## src/inc/asp_map.svh

```systemverilog
// Purpose: Offsets, field positions, reset values and widths of the sequencer status bank.
// Assumes: Wishbone byte addresses, one 32-bit word per register.
// Notes: Definitions only.
`ifndef ASP_MAP_SVH
`define ASP_MAP_SVH

// ----------------------------------------------------------------
// Register offsets
// ----------------------------------------------------------------
`define ASP_OFS_UFLOW    8'h18
`define ASP_OFS_PRIO     8'h20
`define ASP_OFS_IRQ_EN   8'h24
`define ASP_OFS_IRQ_CLR  8'h2c
`define ASP_OFS_ADR_W    8

// ----------------------------------------------------------------
// Field positions and reset values
// ----------------------------------------------------------------
`define ASP_NSEQ         4
`define ASP_PRIO_STRIDE  4
`define ASP_PRIO_W       2
`define ASP_PRIO_RST     32'h0000_3210
`define ASP_PRIO_MASK    32'h0000_3333
`define ASP_FLAG_MASK    32'h0000_000f

`endif

```

## src/inc/asp_pkg.sv

```systemverilog
// Purpose: Types shared by the sequencer status bank.
// Assumes: The constants header is included alongside.
// Notes: Carries the Wishbone request as one struct.
package asp_pkg;

    // ----------------------------------------------------------------
    // Bus request
    // ----------------------------------------------------------------
    typedef struct packed {
        logic        cyc;
        logic        stb;
        logic        we;
        logic [3:0]  sel;
        logic [7:0]  adr;
        logic [31:0] dat;
    } asp_wb_req_t;

    // ----------------------------------------------------------------
    // Slave answer state
    // ----------------------------------------------------------------
    typedef enum logic [0:0] {
        ASP_IDLE = 1'b0,
        ASP_ACK  = 1'b1
    } asp_bus_st_t;

endpackage

```

## src/hdl/asp_seq_status.sv

```systemverilog
// Purpose: Underflow flags and priority arbitration for four sequencer result FIFOs.
// Assumes: One clock mclk; FIFO status and triggers are synchronous to it.
// Notes: Classic Wishbone slave, one wait state, interrupt on enabled underflow.
`timescale 1ns/1ps
`include "asp_map.svh"

module asp_seq_status
    import asp_pkg::*;
#(
    parameter int NSEQ = `ASP_NSEQ,
    parameter int DW   = 16
) (
    // Clock and reset
    input  wire logic                  mclk,
    input  wire logic                  resetn,
    // Wishbone slave
    input  wire asp_wb_req_t           wbReq,
    output logic [31:0]                wbDatO,
    output logic                       wbAck,
    // FIFO read side
    input  wire logic [NSEQ-1:0]       fifoRdReq,
    input  wire logic [NSEQ-1:0]       fifoEmpty,
    input  wire logic [NSEQ*DW-1:0]    fifoRdData,
    output logic [NSEQ-1:0]            fifoRdPop,
    output logic [NSEQ*DW-1:0]         rdData,
    // Trigger arbitration
    input  wire logic [NSEQ-1:0]       seqEnable,
    input  wire logic [NSEQ-1:0]       seqTrigger,
    output logic [NSEQ-1:0]            seqGrant,
    // Interrupt
    output logic                       irq
);

    // ----------------------------------------------------------------
    // Reset synchroniser
    // ----------------------------------------------------------------
    logic rstMeta_r;
    logic rstSync_r;
    logic rstn;

    always_ff @(posedge mclk or negedge resetn) begin
        if (!resetn) begin
            rstMeta_r <= 1'b0;
            rstSync_r <= 1'b0;
        end else begin
            rstMeta_r <= 1'b1;
            rstSync_r <= rstMeta_r;
        end
    end
    assign rstn = rstSync_r;

    // ----------------------------------------------------------------
    // Bus decode
    // ----------------------------------------------------------------
    function automatic logic hitWr(input asp_wb_req_t r, input logic [7:0] ofs);
        hitWr = r.cyc && r.stb && r.we && (r.adr == ofs) && r.sel[0];
    endfunction

    function automatic logic laneWr(input asp_wb_req_t r, input logic [7:0] ofs, input int lane);
        laneWr = r.cyc && r.stb && r.we && (r.adr == ofs) && r.sel[lane];
    endfunction

    asp_bus_st_t busSt_r;
    logic        reqOn;
    logic        rdTake;
    logic        wrTake;
    logic        wrFlags;
    logic        wrEn;
    logic        wrClr;

    assign reqOn   = wbReq.cyc && wbReq.stb;

    // Reads are taken while idle, so the data stands together with the acknowledge.
    assign rdTake  = reqOn && !wbReq.we && (busSt_r == ASP_IDLE);

    // Writes land at the edge at which the master samples the acknowledge.
    assign wrTake  = reqOn && wbReq.we && (busSt_r == ASP_ACK);

    assign wrFlags = wrTake && hitWr(wbReq, `ASP_OFS_UFLOW);
    assign wrEn    = wrTake && hitWr(wbReq, `ASP_OFS_IRQ_EN);
    assign wrClr   = wrTake && hitWr(wbReq, `ASP_OFS_IRQ_CLR);

    // ----------------------------------------------------------------
    // Bus answer state
    // ----------------------------------------------------------------
    always_ff @(posedge mclk or negedge rstn) begin
        if (!rstn) begin
            busSt_r <= ASP_IDLE;
        end else begin
            unique case (busSt_r)
                ASP_IDLE: begin
                    if (reqOn) begin
                        busSt_r <= ASP_ACK;
                    end
                end
                ASP_ACK: begin
                    busSt_r <= ASP_IDLE;
                end
            endcase
        end
    end

    assign wbAck = (busSt_r == ASP_ACK);

    // ----------------------------------------------------------------
    // Underflow flags
    // ----------------------------------------------------------------
    logic [NSEQ-1:0] uflow;
    logic [NSEQ-1:0] uflowSet;
    logic [NSEQ-1:0] clrMask;
    logic            uflowBit_r [NSEQ];

    assign uflowSet = fifoRdReq & fifoEmpty;

    assign clrMask  = (wrFlags || wrClr) ? wbReq.dat[NSEQ-1:0] : '0;

    genvar f;
    generate
        for (f = 0; f < NSEQ; f++) begin : gFlag
            always_ff @(posedge mclk or negedge rstn) begin
                if (!rstn) begin
                    uflowBit_r[f] <= 1'b0;
                end else if (uflowSet[f]) begin
                    uflowBit_r[f] <= 1'b1;
                end else if (clrMask[f]) begin
                    uflowBit_r[f] <= 1'b0;
                end
            end

            assign uflow[f] = uflowBit_r[f];
        end
    endgenerate

    // ----------------------------------------------------------------
    // Interrupt enable and output
    // ----------------------------------------------------------------
    logic [NSEQ-1:0] irqEn_r;
    logic [NSEQ-1:0] irqPend;

    always_ff @(posedge mclk or negedge rstn) begin
        if (!rstn) begin
            irqEn_r <= '0;
        end else if (wrEn) begin
            irqEn_r <= wbReq.dat[NSEQ-1:0];
        end
    end

    assign irqPend = uflow & irqEn_r;

    assign irq     = |irqPend;

    // ----------------------------------------------------------------
    // Priority fields
    // ----------------------------------------------------------------
    localparam logic [31:0] PRIO_RST  = `ASP_PRIO_RST;
    localparam logic [31:0] PRIO_MASK = `ASP_PRIO_MASK;

    logic [`ASP_PRIO_W-1:0] prioFld_r [NSEQ];
    logic [31:0]            prio;

    genvar p;
    generate
        for (p = 0; p < NSEQ; p++) begin : gPrio
            localparam int LSB  = p * `ASP_PRIO_STRIDE;
            localparam int LANE = LSB / 8;

            logic fieldWr;

            assign fieldWr = wrTake && laneWr(wbReq, `ASP_OFS_PRIO, LANE);

            always_ff @(posedge mclk or negedge rstn) begin
                if (!rstn) begin
                    prioFld_r[p] <= PRIO_RST[LSB +: `ASP_PRIO_W];
                end else if (fieldWr) begin
                    prioFld_r[p] <= wbReq.dat[LSB +: `ASP_PRIO_W];
                end
            end
        end
    endgenerate

    always_comb begin
        prio = '0;
        for (int k = 0; k < NSEQ; k++) begin
            prio[k*`ASP_PRIO_STRIDE +: `ASP_PRIO_W] = prioFld_r[k];
        end
        prio = prio & PRIO_MASK;
    end

    // ----------------------------------------------------------------
    // Trigger arbitration
    // ----------------------------------------------------------------
    logic [NSEQ-1:0] req;
    logic [NSEQ-1:0] beaten;
    logic [NSEQ-1:0] grantNxt;
    logic [NSEQ-1:0] grant_r;

    function automatic logic outranks(input logic [1:0] pj,
                                      input logic [1:0] pi,
                                      input int         j,
                                      input int         i);
        outranks = (pj < pi) || ((pj == pi) && (j < i));
    endfunction

    assign req = seqTrigger & seqEnable;

    always_comb begin
        beaten = '0;
        for (int i = 0; i < NSEQ; i++) begin
            for (int j = 0; j < NSEQ; j++) begin
                if (j != i && req[j] && outranks(prioFld_r[j], prioFld_r[i], j, i)) begin
                    beaten[i] = 1'b1;
                end
            end
        end
    end

    assign grantNxt = req & ~beaten;

    always_ff @(posedge mclk or negedge rstn) begin
        if (!rstn) begin
            grant_r <= '0;
        end else begin
            grant_r <= grantNxt;
        end
    end

    assign seqGrant = grant_r;

    // ----------------------------------------------------------------
    // FIFO read gating
    // ----------------------------------------------------------------
    logic [DW-1:0] rdHold_r [NSEQ];

    genvar g;
    generate
        for (g = 0; g < NSEQ; g++) begin : gRd
            assign fifoRdPop[g] = fifoRdReq[g] && !fifoEmpty[g];

            always_ff @(posedge mclk or negedge rstn) begin
                if (!rstn) begin
                    rdHold_r[g] <= '0;
                end else if (fifoRdReq[g]) begin
                    rdHold_r[g] <= fifoEmpty[g] ? '0 : fifoRdData[g*DW +: DW];
                end
            end

            assign rdData[g*DW +: DW] = rdHold_r[g];
        end
    endgenerate

    // ----------------------------------------------------------------
    // Read data
    // ----------------------------------------------------------------
    function automatic logic [31:0] rdMux(input logic [7:0]      adr,
                                          input logic [NSEQ-1:0] fl,
                                          input logic [31:0]     pr,
                                          input logic [NSEQ-1:0] en);
        unique case (adr)
            `ASP_OFS_UFLOW: begin
                rdMux = {{(32-NSEQ){1'b0}}, fl};
            end
            `ASP_OFS_PRIO: begin
                rdMux = pr;
            end
            `ASP_OFS_IRQ_EN: begin
                rdMux = {{(32-NSEQ){1'b0}}, en};
            end
            default: begin
                rdMux = '0;
            end
        endcase
    endfunction

    always_ff @(posedge mclk or negedge rstn) begin
        if (!rstn) begin
            wbDatO <= '0;
        end else if (rdTake) begin
            wbDatO <= rdMux(wbReq.adr, uflow, prio, irqEn_r);
        end
    end

endmodule

```

## config.mk

```make
export PLATFORM = sky130hd
export DESIGN_NAME = asp_seq_status
export DESIGN_NICKNAME = d
export VERILOG_FILES = /design/src/inc/asp_pkg.sv /design/src/hdl/asp_seq_status.sv
export VERILOG_INCLUDE_DIRS = /design/src /design/src/inc
export SDC_FILE = /design/constraint.sdc
export NUM_CORES = 1
export LEC_CHECK = 0
export ABC_AREA = 1
export BUFFER_PORTS_ARGS = -buffer_cell sky130_fd_sc_hd__clkbuf_2
export CAP_MARGIN = 20
export CORE_ASPECT_RATIO = 2
export CORE_MARGIN = 2
export CORE_UTILIZATION = 48
export CTS_BUF_LIST = sky130_fd_sc_hd__clkbuf_8 sky130_fd_sc_hd__clkbuf_16
export DETAILED_ROUTE_END_ITERATION = 10
export PLACE_DENSITY_LB_ADDON = 0.2
export SYNTH_ARGS = -nofsm -noshare
export SYNTH_HDL_FRONTEND = slang
export SYNTH_SLANG_ARGS = --single-unit
```

## constraint.sdc

```tcl
create_clock -name mclk -period 6.9 [get_ports mclk]
set_input_delay 1.38 -clock mclk [delete_from_list [all_inputs] [get_ports mclk]]
set_output_delay 1.38 -clock mclk [all_outputs]
set_load 0.03 [all_outputs]
```

==> impl_metrics.json <==
{
  "regToRegSetupSlack_ns": 5.16,
  "synth_cell_types": 29,
  "power_frac_comb_pct": 16.0,
  "p_leak_nw": 3.15,
  "areaGrowthSynthToFinish_pct": 29.0,
  "io_pins": 235,
  "cts_htree_levels": 3,
  "antenna_cells": 0,
  "outcome": "completed",
  "peakVddDrop_mv": 0.175,
  "core_um2": 8890,
  "cts_buffer_depth": 2,
  "setup_ws_ns": 3.01,
  "pre_cts_ws_ns": 3.01,
  "required_ns": 5.52,
  "synth_area_leaders": "dfrtp_1 54%, a22o_1 13%, nand2_1 6.7%",
  "vias": 3581,
  "globalRouteOverflowTotal": 0,
  "drc": 0,
  "worstSkewPairLatency_ns": 0.34,
  "firstDrtPassIters": 4,
  "ys_warn_count": 0,
  "setup_tns_ns": 0,
  "yosysMostFrequentCell": "dfrtp_1",
  "vias_per_cell": 5.09,
  "critPathArrivalTime_ns": 2.51,
  "timing.slew.headroom_pct": 49.2,
  "cts.sinks": 97,
  "worst_pin_slew_ns": 0.761,
  "power.total_mw": 1.35,
  "postSynthCellCount": 406,
  "cp-start-kind": "input pin",
  "initial_utilization_pct": 48.6,
  "hold_viol": 0,
  "grt_pass1_vias": 3679,
  "power_density_nw_per_um2": 241,
  "synth-async-reset-ratio_pct": 100,
  "cp_max_fo": 17,
  "gp_congestion": 0.900,
  "p_sw_share_pct": 29.1,
  "yosysSeqAreaShare_pct": 56.3,
  "io_buffer_count": 188,
  "die_w_um": 71.1,
  "cts_resized": 0,
  "grt_max_degree": 62,
  "ant_nets": 0,
  "avgSynthCellArea_um2": 10.7,
  "skew_ns": 0.00458,
  "p_int_mw": 0.954,
  "rsz0062_at_grt": "false",
  "synth_seq_cells": 97,
  "pwr-share-clk_pct": 37.8,
  "numCtsBuffers": 9,
  "tritoncts": "done",
  "max_cap_viol_count": 0,
  "path_clk_slew_ns": 0.07,
  "yosysTopAreaCellShare_pct": 53.8,
  "drive_gt1_share_pct": 39.2,
  "synth_edf_count": 0,
  "slew_viol_final": 0,
  "cts_root_buffer": "clkbuf_16",
  "cts_hold_buf": 0,
  "dpl.hpwl_um": 8220,
  "fmax_ghz": 0.257,
  "grt_antenna_before_repair": 0,
  "yosysTopAreaCell": "dfrtp_1",
  "cp-end-kind": "output port",
  "post-route-period-util_pct": 56.3,
  "nNetsFinal": 738,
  "wire_per_inst_um": 15.0,
  "cts_setup_buffers": 0,
  "syn_area_um2": 4320,
  "grt_pass1_wl_um": 17400,
  "drtIter0Drc": 163,
  "die-area_um2": 9830,
  "p_seq_share_pct": 46.2,
  "period_minus_slack_ns": 3.89,
  "hp-class": "reg2async",
  "wl_um": 10600,
  "switchingPower_mw": 0.392,
  "synth_common_cells": "93 x dfrtp_1, 77 x nand2_1, 64 x a22o_1",
  "rows": 49,
  "grt_use_total_pct": 22.4,
  "setup_viol": 0,
  "die_h_um": 138,
  "holdWs_ns": 0.280,
  "crit_type": "in2out",
  "ys.flop_type": "dfrtp_1"
}
critical path, stage by stage:
cell and delay, ns:
clkbuf_2 0.09, inv_2 0.13, nor2_2 0.57, clkbuf_2 0.33
cells by family (layout without fill, tap and decap cells):
group / count (synthesis) / count (layout) / synth area share [%]
adder cells (fa/ha/maj): 12 / 12 / 3.47
flip-flops: 97 / 97 / 56.2
AO/OA/AOI/OAI: 92 / 92 / 16.3
AND/OR/NAND/NOR: 128 / 128 / 15.0
other: 2 / 23 / 0.174
buffers and inverters: 75 / 250 / 8.77
cells in the final DEF, fill, tap and decap left out, types with 2 or more instances in the layout:
cell type,instances
inv_2,7
nand2_1,77
clkbuf_16,9
nor2_2,4
conb_1,23
o21ai_1,18
dfrtp_1,92
dfstp_2,4
inv_6,3
nand3_1,16
nand4_1,2
nand2_4,2
o21ai_0,7
nor2_1,14
nor2_4,3
clkbuf_2,188
nand2_2,3
inv_1,37
a22o_1,64
nand4_4,3
ha_1,12
clkinv_2,2
through the flow:
stage | area (um^2) | util, % | cells
finish | 5580 | 62.7 | 704
global route | 5580 | 62.7 | 704
CTS | 5580 | 62.7 | 704
detailed placement | 5270 | 59.3 | 688
global placement | 5270 | 59.3 | 688
floorplan | 4400 | - | 427
metal layers:
metal  track usage, %  vias to the layer above  wire length [um]
met5                0                        -                 0
met4             10.6                        0               408
met3             5.54                       31               573
met2             40.1                      140              5760
met1             24.0                     1693              3830
li1                 -                     1717                 -
final cells by class:
class / count / area (um^2)
clock buffer: 9 / 225
clock inverter: 7 / 77.6
fill: 790 / 3310
inverter: 45 / 170
multi-input combinational: 255 / 1590
sequential: 97 / 2440
tap: 102 / 128
timing repair buffer: 189 / 948
flip-flops by register name, summed over array words and instances (netlist names):
signal	flops
prio	8
rdData	64
irqEn_r	4
uflow	4
seqGrant	4
rstMeta_r	1
wbDatO	10
wbAck	1
rstSync_r	1
worst paths after layout:
path                              startpoint           end  cells past startpoint
max in group asynchronous          rstSync_r    rdData[58]                      1
worst min register to register     rstSync_r      uflow[2]                      0
min in group mclk                  rstMeta_r     rstSync_r                      0
worst min-delay path               rstSync_r      uflow[2]                      0
worst max register to register      prio[13]   seqGrant[3]                      8
worst max-delay path            fifoRdReq[3]  fifoRdPop[3]                      4
power groups by stage:
stage	Sequential (mW)	Clock, mW	Combinational (mW)
3_5_place_dp	0.632	0	0.217
6_report	0.622	0.509	0.215
3_3_place_gp	0.631	0	0.212
2_1_floorplan	0.696	0	0.0800
4_1_cts	0.622	0.522	0.217
5_1_grt	0.626	0.544	0.230
Power figures use the tool's default switching activity.
